`config.mk`:
```
export PLATFORM = sky130hd
export DESIGN_NAME = usa_shadow_regs
export DESIGN_NICKNAME = d
export VERILOG_FILES = /design/src/verilog/usa_dma_ack.v /design/src/verilog/usa_reset_sync.v /design/src/verilog/usa_shadow_regs.v
export VERILOG_INCLUDE_DIRS = /design/src /design/src/verilog
export SDC_FILE = /design/constraint.sdc
export NUM_CORES = 1
export LEC_CHECK = 0
export ABC_AREA = 1
export BUFFER_PORTS_ARGS = -buffer_cell sky130_fd_sc_hd__clkbuf_2
export CORE_MARGIN = 5
export CORE_UTILIZATION = 45
export CTS_CLUSTER_SIZE = 12
export DETAILED_ROUTE_END_ITERATION = 16
export GPL_TIMING_DRIVEN = 0
export PLACE_DENSITY = 0.8
export SLEW_MARGIN = 10
export SYNTH_ARGS = -nofsm -noshare
export SYNTH_HDL_FRONTEND = slang
export SYNTH_SLANG_ARGS = --single-unit
```
`constraint.sdc`:
```
create_clock -name aclk -period 0.95 [get_ports aclk]
set_input_delay 0.19 -clock aclk [delete_from_list [all_inputs] [get_ports aclk]]
set_output_delay 0.19 -clock aclk [all_outputs]
set_load 0.02 [all_outputs]
```
`src/verilog/usa_consts.vh`:
```
`ifndef USA_CONSTS_VH
`define USA_CONSTS_VH

// Register byte offsets
`define USA_OFF_SOFT_RESET   8'h88
`define USA_OFF_RTS          8'h8C
`define USA_OFF_BREAK        8'h90
`define USA_OFF_DMA_MODE     8'h94
`define USA_OFF_FIFO_EN      8'h98
`define USA_OFF_RX_TRIG      8'h9C
`define USA_OFF_TX_TRIG      8'hA0
`define USA_OFF_HALT         8'hA4
`define USA_OFF_DMA_ACK      8'hA8
`define USA_OFF_BUILD        8'hF4
// Primary control registers, reachable here for access to the shared bits
`define USA_OFF_LINE_CTRL    8'h0C
`define USA_OFF_MODEM_CTRL   8'h10
`define USA_OFF_QUEUE_CTRL   8'h08

// Field positions
`define USA_SRR_RESET_BIT    0
`define USA_SRR_RXF_BIT      1
`define USA_SRR_TXF_BIT      2
`define USA_MCR_RTS_BIT      1
`define USA_LCR_BREAK_BIT    6
`define USA_FCR_EN_BIT       0
`define USA_FCR_RXF_BIT      1
`define USA_FCR_TXF_BIT      2
`define USA_FCR_DMA_BIT      3
`define USA_FCR_TET_LO       4
`define USA_FCR_RT_LO        6
`define USA_CPR_THRE_BIT     5
`define USA_CPR_SHADOW_BIT   11
`define USA_CPR_DMAX_BIT     13
`define USA_CPR_FIFO_LO      16

// Reset values
`define USA_RST_BYTE         8'h00
`define USA_RST_BIT          1'b0

// AXI responses
`define USA_RESP_OKAY        2'b00
`define USA_RESP_SLVERR      2'b10

// Reset synchroniser depth
`define USA_RST_SYNC_STAGES  3

`endif

```
`src/verilog/usa_dma_ack.v`:
```
`timescale 1ns/100ps
`default_nettype none
`include "usa_consts.vh"

module usa_dma_ack
(
  // Clock and reset
  input  wire aclk,
  input  wire port_rst_n,
  // Requests
  input  wire dma_req_in,
  input  wire soft_ack,
  input  wire enable,
  // Gated request
  output reg  dma_req_out
);

  reg suppress;

  // Request held off from software ack until the source drops it
  always @(posedge aclk)
  begin
    if (!port_rst_n)
      suppress <= `USA_RST_BIT;
    else if (enable && soft_ack)
      suppress <= 1'b1;
    else if (!dma_req_in)
      suppress <= 1'b0;
  end

  // Output registered, one cycle behind the source
  always @(posedge aclk)
  begin
    if (!port_rst_n)
      dma_req_out <= `USA_RST_BIT;
    else
      dma_req_out <= dma_req_in && !suppress && !(enable && soft_ack);
  end

endmodule // usa_dma_ack
`default_nettype wire

```
`src/verilog/usa_reset_sync.v`:
```
`timescale 1ns/100ps
`default_nettype none
`include "usa_consts.vh"

module usa_reset_sync
(
  // Clock and reset requests
  input  wire aclk,
  input  wire arst_req,
  // Port reset, active low
  output wire port_rst_n
);

  reg [`USA_RST_SYNC_STAGES-1:0] stage;

  // Async assert, synchronous release so no flop sees a runt release
  always @(posedge aclk or posedge arst_req)
  begin
    if (arst_req)
      stage <= {`USA_RST_SYNC_STAGES{1'b0}};
    else
      stage <= {stage[`USA_RST_SYNC_STAGES-2:0], 1'b1};
  end

  assign port_rst_n = stage[`USA_RST_SYNC_STAGES-1];

endmodule // usa_reset_sync
`default_nettype wire

```
`src/verilog/usa_shadow_regs.v`:
```
// The implementer's own choice: the AXI4-Lite slave port.
`timescale 1ns/100ps
`default_nettype none
`include "usa_consts.vh"

module usa_shadow_regs
#(
  parameter HAS_FIFO                         = 1,
  parameter HAS_SHADOW                       = 1,
  parameter programmable_tx_threshold_option = 1,
  parameter extra_dma_handshake_option       = 1
)
(
  // Clock and bus reset
  input  wire        aclk,
  input  wire        aresetn,
  // AXI4-Lite write address
  input  wire [7:0]  s_axi_awaddr,
  input  wire        s_axi_awvalid,
  output wire        s_axi_awready,
  // AXI4-Lite write data
  input  wire [31:0] s_axi_wdata,
  input  wire [3:0]  s_axi_wstrb,
  input  wire        s_axi_wvalid,
  output wire        s_axi_wready,
  // AXI4-Lite write response
  output reg  [1:0]  s_axi_bresp,
  output reg         s_axi_bvalid,
  input  wire        s_axi_bready,
  // AXI4-Lite read address
  input  wire [7:0]  s_axi_araddr,
  input  wire        s_axi_arvalid,
  output wire        s_axi_arready,
  // AXI4-Lite read data
  output reg  [31:0] s_axi_rdata,
  output reg  [1:0]  s_axi_rresp,
  output reg         s_axi_rvalid,
  input  wire        s_axi_rready,
  // Port core controls
  output wire        port_rst_n,
  output reg         rts_ctrl,
  output reg         break_ctrl,
  output reg         queue_enable,
  output reg         dma_mode,
  output reg  [1:0]  rx_trigger,
  output reg  [1:0]  tx_empty_trigger,
  output reg         transmit_halt,
  output reg         tx_queue_flush,
  output reg         rx_queue_flush,
  // DMA request path
  input  wire        dma_req_in,
  output wire        dma_req_out
);

  // Feature presence flags
  localparam [0:0] FIFO_ON   = (HAS_FIFO != 0);
  localparam [0:0] SHADOW_ON = (HAS_SHADOW != 0);
  localparam [0:0] THRE_ON   = (programmable_tx_threshold_option != 0);
  localparam [0:0] DMAX_ON   = (extra_dma_handshake_option != 0);
  localparam [0:0] AL_Q_ON   = FIFO_ON & SHADOW_ON;
  localparam [0:0] AL_T_ON   = FIFO_ON & THRE_ON & SHADOW_ON;

  // Write channel holding registers, then other internal state and wires
  reg  [7:0]  aw_addr;
  reg         aw_held;
  reg  [31:0] w_data;
  reg  [3:0]  w_strb;
  reg         w_held;
  reg         soft_reset_req;
  reg         dma_ack_pulse;
  reg  [7:0]  line_ctrl_rest;
  reg         modem_ctrl_rest;
  wire        wr_fire;
  wire        rd_fire;
  wire        lane0;
  wire [7:0]  wbyte;
  wire [7:0]  queue_ctrl_view;
  wire [7:0]  line_ctrl_view;
  wire [7:0]  modem_ctrl_view;
  wire [31:0] build_word;

  // Address decode, used for both reads and writes
  function addr_known;
    input [7:0] a;
    begin
      case (a)
        `USA_OFF_SOFT_RESET, `USA_OFF_RTS, `USA_OFF_BREAK, `USA_OFF_HALT,
        `USA_OFF_DMA_ACK, `USA_OFF_BUILD, `USA_OFF_LINE_CTRL,
        `USA_OFF_MODEM_CTRL, `USA_OFF_QUEUE_CTRL:
          addr_known = 1'b1;
        `USA_OFF_DMA_MODE, `USA_OFF_FIFO_EN, `USA_OFF_RX_TRIG:
          addr_known = AL_Q_ON;
        `USA_OFF_TX_TRIG:
          addr_known = AL_T_ON;
        default:
          addr_known = 1'b0;
      endcase
    end
  endfunction

  // Each channel taken once, in any order; stall while a response waits
  assign s_axi_awready = !aw_held && !s_axi_bvalid;
  assign s_axi_wready  = !w_held && !s_axi_bvalid;
  assign s_axi_arready = !s_axi_rvalid;

  wire        aw_now = aw_held || s_axi_awvalid;
  wire        w_now  = w_held || s_axi_wvalid;
  wire [7:0]  aw_cur = aw_held ? aw_addr : s_axi_awaddr;
  wire [31:0] w_cur  = w_held ? w_data : s_axi_wdata;
  wire [3:0]  s_cur  = w_held ? w_strb : s_axi_wstrb;

  assign wr_fire = aw_now && w_now && !s_axi_bvalid;
  assign rd_fire = s_axi_arvalid && s_axi_arready;
  assign lane0   = s_cur[0];
  assign wbyte   = w_cur[7:0];

  // Hold whichever channel arrived first
  always @(posedge aclk)
  begin
    if (!aresetn)
    begin
      aw_held <= 1'b0;
      w_held  <= 1'b0;
      aw_addr <= `USA_RST_BYTE;
      w_data  <= 32'h00000000;
      w_strb  <= 4'h0;
    end
    else if (wr_fire)
    begin
      aw_held <= 1'b0;
      w_held  <= 1'b0;
    end
    else
    begin
      if (s_axi_awvalid && s_axi_awready)
      begin
        aw_held <= 1'b1;
        aw_addr <= s_axi_awaddr;
      end
      if (s_axi_wvalid && s_axi_wready)
      begin
        w_held <= 1'b1;
        w_data <= s_axi_wdata;
        w_strb <= s_axi_wstrb;
      end
    end
  end

  // Write response one cycle after both channels are in
  always @(posedge aclk)
  begin
    if (!aresetn)
    begin
      s_axi_bvalid <= 1'b0;
      s_axi_bresp  <= `USA_RESP_OKAY;
    end
    else if (wr_fire)
    begin
      s_axi_bvalid <= 1'b1;
      s_axi_bresp  <= addr_known(aw_cur) ? `USA_RESP_OKAY : `USA_RESP_SLVERR;
    end
    else if (s_axi_bready)
      s_axi_bvalid <= 1'b0;
  end

  // Soft reset request; cleared only by the port reset it causes
  always @(posedge aclk or negedge port_rst_n)
  begin
    if (!port_rst_n)
      soft_reset_req <= 1'b0;
    else if (wr_fire && lane0 && aw_cur == `USA_OFF_SOFT_RESET)
      soft_reset_req <= wbyte[`USA_SRR_RESET_BIT];
  end

  // Port reset: bus reset or soft reset, async assert, sync release
  usa_reset_sync u_rst
  (
    .aclk       (aclk),
    .arst_req   (soft_reset_req | !aresetn),
    .port_rst_n (port_rst_n)
  );

  // Shared control storage; primary and alias offsets hit the same flops
  always @(posedge aclk)
  begin
    if (!port_rst_n)
    begin
      rts_ctrl         <= `USA_RST_BIT;
      break_ctrl       <= `USA_RST_BIT;
      queue_enable     <= `USA_RST_BIT;
      dma_mode         <= `USA_RST_BIT;
      rx_trigger       <= 2'h0;
      tx_empty_trigger <= 2'h0;
      transmit_halt    <= `USA_RST_BIT;
      line_ctrl_rest   <= `USA_RST_BYTE;
      modem_ctrl_rest  <= `USA_RST_BIT;
    end
    else if (wr_fire && lane0)
    begin
      case (aw_cur)
        `USA_OFF_RTS:
          rts_ctrl <= wbyte[0];
        `USA_OFF_MODEM_CTRL:
        begin
          rts_ctrl        <= wbyte[`USA_MCR_RTS_BIT];
          modem_ctrl_rest <= wbyte[0];
        end
        `USA_OFF_BREAK:
          break_ctrl <= wbyte[0];
        `USA_OFF_LINE_CTRL:
        begin
          break_ctrl     <= wbyte[`USA_LCR_BREAK_BIT];
          line_ctrl_rest <= wbyte & 8'hBF;
        end
        `USA_OFF_DMA_MODE:
          if (AL_Q_ON)
            dma_mode <= wbyte[0];
        `USA_OFF_FIFO_EN:
          if (AL_Q_ON)
            queue_enable <= wbyte[0];
        `USA_OFF_RX_TRIG:
          if (AL_Q_ON)
            rx_trigger <= wbyte[1:0];
        `USA_OFF_TX_TRIG:
          if (AL_T_ON)
            tx_empty_trigger <= wbyte[1:0];
        `USA_OFF_QUEUE_CTRL:
          if (FIFO_ON)
          begin
            queue_enable <= wbyte[`USA_FCR_EN_BIT];
            dma_mode     <= wbyte[`USA_FCR_DMA_BIT];
            rx_trigger   <= wbyte[`USA_FCR_RT_LO+1:`USA_FCR_RT_LO];
            if (THRE_ON)
              tx_empty_trigger <= wbyte[`USA_FCR_TET_LO+1:`USA_FCR_TET_LO];
          end
        `USA_OFF_HALT:
          if (FIFO_ON)
            transmit_halt <= wbyte[0];
        default:
          transmit_halt <= transmit_halt;
      endcase
    end
  end

  // Flush strobes, one cycle, from reset register or queue control
  always @(posedge aclk)
  begin
    if (!port_rst_n)
    begin
      tx_queue_flush <= `USA_RST_BIT;
      rx_queue_flush <= `USA_RST_BIT;
      dma_ack_pulse  <= `USA_RST_BIT;
    end
    else
    begin
      tx_queue_flush <= FIFO_ON && wr_fire && lane0 &&
        ((aw_cur == `USA_OFF_SOFT_RESET && wbyte[`USA_SRR_TXF_BIT]) ||
         (aw_cur == `USA_OFF_QUEUE_CTRL && wbyte[`USA_FCR_TXF_BIT]));
      rx_queue_flush <= FIFO_ON && wr_fire && lane0 &&
        ((aw_cur == `USA_OFF_SOFT_RESET && wbyte[`USA_SRR_RXF_BIT]) ||
         (aw_cur == `USA_OFF_QUEUE_CTRL && wbyte[`USA_FCR_RXF_BIT]));
      dma_ack_pulse  <= wr_fire && lane0 && aw_cur == `USA_OFF_DMA_ACK &&
                        wbyte[0];
    end
  end

  // DMA request cut by software acknowledge
  usa_dma_ack u_dma
  (
    .aclk        (aclk),
    .port_rst_n  (port_rst_n),
    .dma_req_in  (dma_req_in),
    .soft_ack    (dma_ack_pulse),
    .enable      (DMAX_ON),
    .dma_req_out (dma_req_out)
  );

  // Primary register views; flush bits self-clear so read as zero
  assign queue_ctrl_view = {rx_trigger, tx_empty_trigger, dma_mode, 2'b00, queue_enable};
  assign line_ctrl_view  = line_ctrl_rest | {1'b0, break_ctrl, 6'h00};
  assign modem_ctrl_view = {6'h00, rts_ctrl, modem_ctrl_rest};
  assign build_word      = {8'h00, (FIFO_ON ? 8'h01 : 8'h00), 2'b00, DMAX_ON,
                            1'b1, SHADOW_ON, 5'h00, THRE_ON, 3'h0, 2'b10};

  // Read mux; write-only registers read zero
  function [31:0] read_word;
    input [7:0] a;
    begin
      case (a)
        `USA_OFF_RTS:        read_word = {31'h0, rts_ctrl};
        `USA_OFF_BREAK:      read_word = {31'h0, break_ctrl};
        `USA_OFF_DMA_MODE:   read_word = {31'h0, dma_mode};
        `USA_OFF_FIFO_EN:    read_word = {31'h0, queue_enable};
        `USA_OFF_RX_TRIG:    read_word = {30'h0, rx_trigger};
        `USA_OFF_TX_TRIG:    read_word = {30'h0, tx_empty_trigger};
        `USA_OFF_HALT:       read_word = {31'h0, transmit_halt};
        `USA_OFF_LINE_CTRL:  read_word = {24'h0, line_ctrl_view};
        `USA_OFF_MODEM_CTRL: read_word = {24'h0, modem_ctrl_view};
        `USA_OFF_QUEUE_CTRL: read_word = {24'h0, queue_ctrl_view};
        `USA_OFF_BUILD:      read_word = build_word;
        default:             read_word = 32'h00000000;
      endcase
    end
  endfunction

  // Read answer one cycle after the address is taken
  always @(posedge aclk)
  begin
    if (!aresetn)
    begin
      s_axi_rvalid <= 1'b0;
      s_axi_rdata  <= 32'h00000000;
      s_axi_rresp  <= `USA_RESP_OKAY;
    end
    else if (rd_fire)
    begin
      s_axi_rvalid <= 1'b1;
      s_axi_rdata  <= read_word(s_axi_araddr);
      s_axi_rresp  <= addr_known(s_axi_araddr) ? `USA_RESP_OKAY : `USA_RESP_SLVERR;
    end
    else if (s_axi_rready)
      s_axi_rvalid <= 1'b0;
  end

endmodule // usa_shadow_regs
`default_nettype wire
```
Word-level counts from Yosys, hierarchy flattened
Cells that the tools add are included.

Flip-flop bits (word level): 83. Bits in latches: 0. Memory bits (writable): 0. ROM bits: 0. Output and inout port bits: 54. Logic and storage cells: 132. Memories kept: 0.

$add $sub $neg: 0. Multiply operators: 0. Div/mod/pow operators: 0. Magnitude comparators: 0. Eq/ne operators: 27. Shifts and indexed selects: 0. Muxes and demuxes: 23. Bitwise operators: 4. Reductions and logical operators: 52.

Operator list (count): $pmux W17 S11 (1); $eq A8 B8 Y1 const B (20); $eq A8 B4 Y1 const B (4); $reduce_or A13 Y1 (2); $reduce_and A2 Y1 (11); $logic_and A1 B1 Y1 (19); $eq A8 B5 Y1 const B (2); $mux W8 (2); $reduce_bool A2 Y1 (7); $mux W1 (13); $or A8 B7 Y8 (1); $pmux W2 S2 (2); $logic_not A1 Y1 (7); $pmux W1 S2 (3); $logic_or A1 B1 Y1 (4); $mux W2 (2); $reduce_or A2 Y1 (2); $ne A2 B1 Y1 const B (1); $not A1 Y1 (2); $or A1 B1 Y1 (1).

Depth between registers and ports, before layout
Depth in word-level cells: 7. Gate-level depth with buffers: 14. Gate-level depth less buffers: 12.

By module
Synthesis repeated with hierarchy kept, for this count alone.

Cell total of the unflattened synthesis: 497. Area, all modules: 3225.6 µm².

By module, submodules not included: usa_shadow_regs (instances 1, cells an instance 482, area each 3064.2 µm², seq. area each 1066.0 µm²); usa_reset_sync (instances 1, cells an instance 5, area each 82.6 µm², seq. area each 75.1 µm²); usa_dma_ack (instances 1, cells an instance 10, area each 78.8 µm², seq. area each 40.0 µm²).

Least setup slack after synthesis
OpenSTA, ideal clock, no wires.

Path kind: flip-flop to flip-flop. Start point: register aw_held. End point: register aw_addr[6]. Library setup time: 119 ps. Arrival: 1505 ps. Data required time: 831 ps. Slack: -674 ps. Stages on the path, launching flop included: 8. Period minus slack after synthesis: 1624 ps. Path through: dfxtp_1 buf_6 buf_12 nor2_1 nand3_1 buf_2 o21ai_0 a21oi_1.

Elaborated cells between the ends (all ways): 8. Those cells by class: bitwise: 1; reduce/logical: 7.

RTL lines: start: declaration (RTL line usa_shadow_regs.v:65) `reg aw_held;`; start signal: assignment (RTL line usa_shadow_regs.v:122) `aw_held <= 1'b0;`; start signal: assignment (RTL line usa_shadow_regs.v:130) `aw_held <= 1'b0;`; start signal: assignment (RTL line usa_shadow_regs.v:137) `aw_held <= 1'b1;`; $logic_not A1 Y1 (RTL line usa_shadow_regs.v:102) `assign s_axi_awready = !aw_held && !s_axi_bvalid;`; $logic_and A1 B1 Y1 (RTL line usa_shadow_regs.v:102); named net s_axi_awready (RTL line usa_shadow_regs.v:20) `output wire s_axi_awready,`; $logic_and A1 B1 Y1 (RTL line usa_shadow_regs.v:135) `if (s_axi_awvalid && s_axi_awready)`; $reduce_and A2 Y1 (no line); end signal: assignment (RTL line usa_shadow_regs.v:124) `` aw_addr <= `USA_RST_BYTE; ``; end signal: assignment (RTL line usa_shadow_regs.v:138) `aw_addr <= s_axi_awaddr;`; end: declaration (RTL line usa_shadow_regs.v:64) `reg [7:0] aw_addr;`.

The timed path passes the listed nets, and every way through them passes these cells. A chain may end at the register's enable or synchronous reset.

Final worst setup path
Start point: register aw_held. End point: register break_ctrl.

Longest elaborated chain between the ends: 5. Elaborated cells between the ends (all ways): 10. Those cells by class: eq/ne: 2; mux: 2; reduce/logical: 6.

Ends and longest elaborated chain: parallel branches: the longest is 5 deep, another holds $mux W8; end signal: assignment (RTL line usa_shadow_regs.v:189) `` break_ctrl <= `USA_RST_BIT; ``; end signal: assignment (RTL line usa_shadow_regs.v:209) `break_ctrl <= wbyte[0];`; end signal: assignment (RTL line usa_shadow_regs.v:212) `` break_ctrl <= wbyte[`USA_LCR_BREAK_BIT]; ``; end: declaration (RTL line usa_shadow_regs.v:42) `output reg break_ctrl,`.

Parallel ways; which one is timed is not known.

==> flow_metrics.tcl <==
set metrics [dict create \
    worst_setup_path_end_kind "flip-flop" \
    via_count 3912 \
    arrival_ns 1.93 \
    outcome "complete, but fails checks" \
    power_leakage_nw 2.51 \
    drive_gt1_frac 0.538 \
    synthTopCellsByArea "dfxtp_1 33%, nand2_1 14%, inv_1 6.5%, a21oi_1 6.2%, nor2_1 6.1%" \
    startpoint_type "flip-flop" \
    grt_pass1_vias 3860 \
    port_buffers 64 \
    ys_types 33 \
    yosysTopAreaCell "dfxtp_1" \
    cts-root-buf "clkbuf_8" \
    gp_congestion 0.924 \
    die_w_um 95.5 \
    ant_nets 0 \
    fmax_mhz 591 \
    worstSetupPathType "flip-flop to flip-flop" \
    timing.hold.ws_ns 0.0544 \
    wirelength_um 12300 \
    synth_top_area_frac 0.329 \
    cp_data_required_time_ns 1.19 \
    routedWlPerCell_um 16.5 \
    cts_num_sinks 58 \
    die_area_um2 9110 \
    finalHoldViolations 0 \
    worst_pin_slew_ns 0.837 \
    clk_pin_slew_ns 0.07 \
    clk_latency_ns 0.36 \
    die_height_um 95.5 \
    clock-skew-final_ns 0.0159 \
    num_antenna_cells 0 \
    tns_ns -28.56 \
    period_minus_slack_ns 1.69 \
    vdd_drop_max_mv 1.07 \
    core_area_um2 7180 \
    period_share 1.78 \
    io_pins 114 \
    cts_made_buffers 9 \
    grt_usage 0.256 \
    dp_slack_ns -0.698 \
    ys_warn_count 1 \
    cp_max_fo 8 \
    num-nets-final 704 \
    maxSlewHeadroom 0.442 \
    first_pass_iters 6 \
    drc_errors 0 \
    rsz0062_at_grt "true" \
    p_total_w 0.00696 \
    cts_buffer_depth 2 \
    slew_viol_final 0 \
    viasPerCell 5.23 \
    violations "setup timing" \
    drtIter0Drc 285 \
    rows 31 \
    dp.final_hpwl_um 6670 \
    seq_area_frac_synth 0.359 \
    power.density_nw_per_um2 1240 \
    syn_inst 495 \
    synth_area_um2 3290 \
    cts_tree "done" \
    htree_levels 3 \
    grt_max_degree 12 \
    start_util 0.458 \
    grt_overflow 0 \
    grt_first_pass_wirelength_um 18100 \
    max_cap_viol_count 0 \
    setup_viol 84 \
    grt_antenna_before_repair 0 \
    min_path_type "input pin to flip-flop" \
    avgSynthCellArea_um2 6.64 \
    layout_setup_ws_ns -0.743 \
    ys_ff_latch 58 \
    area_delta_synth_final_pct 70.3 \
]
## sequential cells by signal, summed over array words and instances (netlist names), 2 cells and up
| signal | count |
|---|---|
| s_axi_rdata | 9 |
| aw_addr | 8 |
| w_data | 8 |
| line_ctrl_rest | 7 |
| u_rst.stage | 3 |
| rx_trigger | 2 |
| tx_empty_trigger | 2 |
## synthesized netlist by cell type (all sizes together)
cell,instances
a21oi,42
buf,33
nand4,2
and3,1
o21a,1
dfrtp,4
o211ai,2
nor2,60
nand3,33
conb,2
nand2,136
dfxtp,54
o22ai,4
inv,58
clkbuf,6
o21ai,49
or2,2
nor3,5
o31ai,1
## cell families after synthesis
| logic type | count (synthesis) | share of synthesized area |
|---|---|---|
| other cells | 2 | 0.00229 |
| compound gates | 99 | 0.162 |
| simple gates | 239 | 0.324 |
| buf+inv | 97 | 0.152 |
| flops | 58 | 0.359 |
## layer usage
layer | share of wire | global-route usage | vias up
met5 | 0 | 0 | -
met4 | 0.052 | 0.146 | 0
li1 | - | - | 1837
met1 | 0.37 | 0.267 | 1811
met2 | 0.52 | 0.461 | 198
met3 | 0.065 | 0.0687 | 66
## per-stage QoR
stage | instance area (µm²) | cells | utilization
after floorplan | 3550 | 516 | -
after global placement | 3990 | 679 | 0.556
after detailed placement | 3990 | 679 | 0.556
after CTS | 5220 | 734 | 0.728
after global routing | 5600 | 748 | 0.780
final | 5600 | 748 | 0.780
## layout by cell type (no fill, tap or decap), types with 4 or more instances in the layout
cell	Yosys	routed
nor2_2	3	7
nor3_2	0	4
nor2_1	53	35
o21ai_4	0	6
buf_6	2	25
dfxtp_2	0	16
clkbuf_8	0	11
inv_2	0	10
nand2_2	9	28
buf_8	0	36
inv_1	57	42
clkbuf_2	0	33
nor2_4	3	17
a21oi_1	41	20
dfxtp_1	54	28
conb_1	2	23
dfxtp_4	0	10
nand2_4	2	23
o21ai_0	36	13
o21ai_2	5	17
a21oi_2	1	22
nand3_4	1	4
o21ai_1	8	13
nand3_2	2	7
nand2_1	125	84
buf_4	26	50
nand3_1	30	23
## timing repair
action,4_1_cts,5_1_grt
gates cloned,6,0
setup endpoints to repair,82,85
pin swaps,42,32
buffers inserted,33,16
resized for setup,224,98
hold buffers,0,0
## final timing paths
kind / startpoint / to / slack [ns] / depth (start not counted)
max: aw_held / break_ctrl / -0.74 / 11
min: dma_req_in / u_dma.dma_req_out / 0.05 / 3
max reg2reg: aw_held / break_ctrl / -0.74 / 11
min reg2reg: u_rst.stage[2] / soft_reset_req / 0.18 / 1
max in group asynchronous: aresetn / u_rst.stage[2] / 0.30 / 4
min in group asynchronous: u_rst.stage[2] / soft_reset_req / 0.18 / 1
## cell type report
class / count / area (µm²)
Tap cell: 99 / 124
Inverter: 58 / 256
Buffer: 38 / 330
Clock inverter: 6 / 42.5
Fill cell: 445 / 1580
Timing Repair Buffer: 117 / 1160
Multi-Input combinational cell: 362 / 2300
Clock buffer: 10 / 138
Sequential cell: 58 / 1240
## critical path, stage by stage, from the launching register on
cell     delay, ns
dfxtp_4       0.47
buf_12        0.16
nand2_4       0.06
nand2_4       0.08
nand2_2       0.07
nor2_4        0.17
buf_4         0.13
nand2_2       0.06
o21ai_1       0.10
nand2_1       0.10
nor2_1        0.12
nor2_1        0.06
## report_power, final
part	switching, W	internal [W]	total [W]	leakage (nW)
sequential	0.0000930	0.00254	0.00263	0.502
clock	0.00112	0.00101	0.00214	0.0882
combinational	0.00128	0.000909	0.00219	1.92
Power figures use the tool's default switching activity.
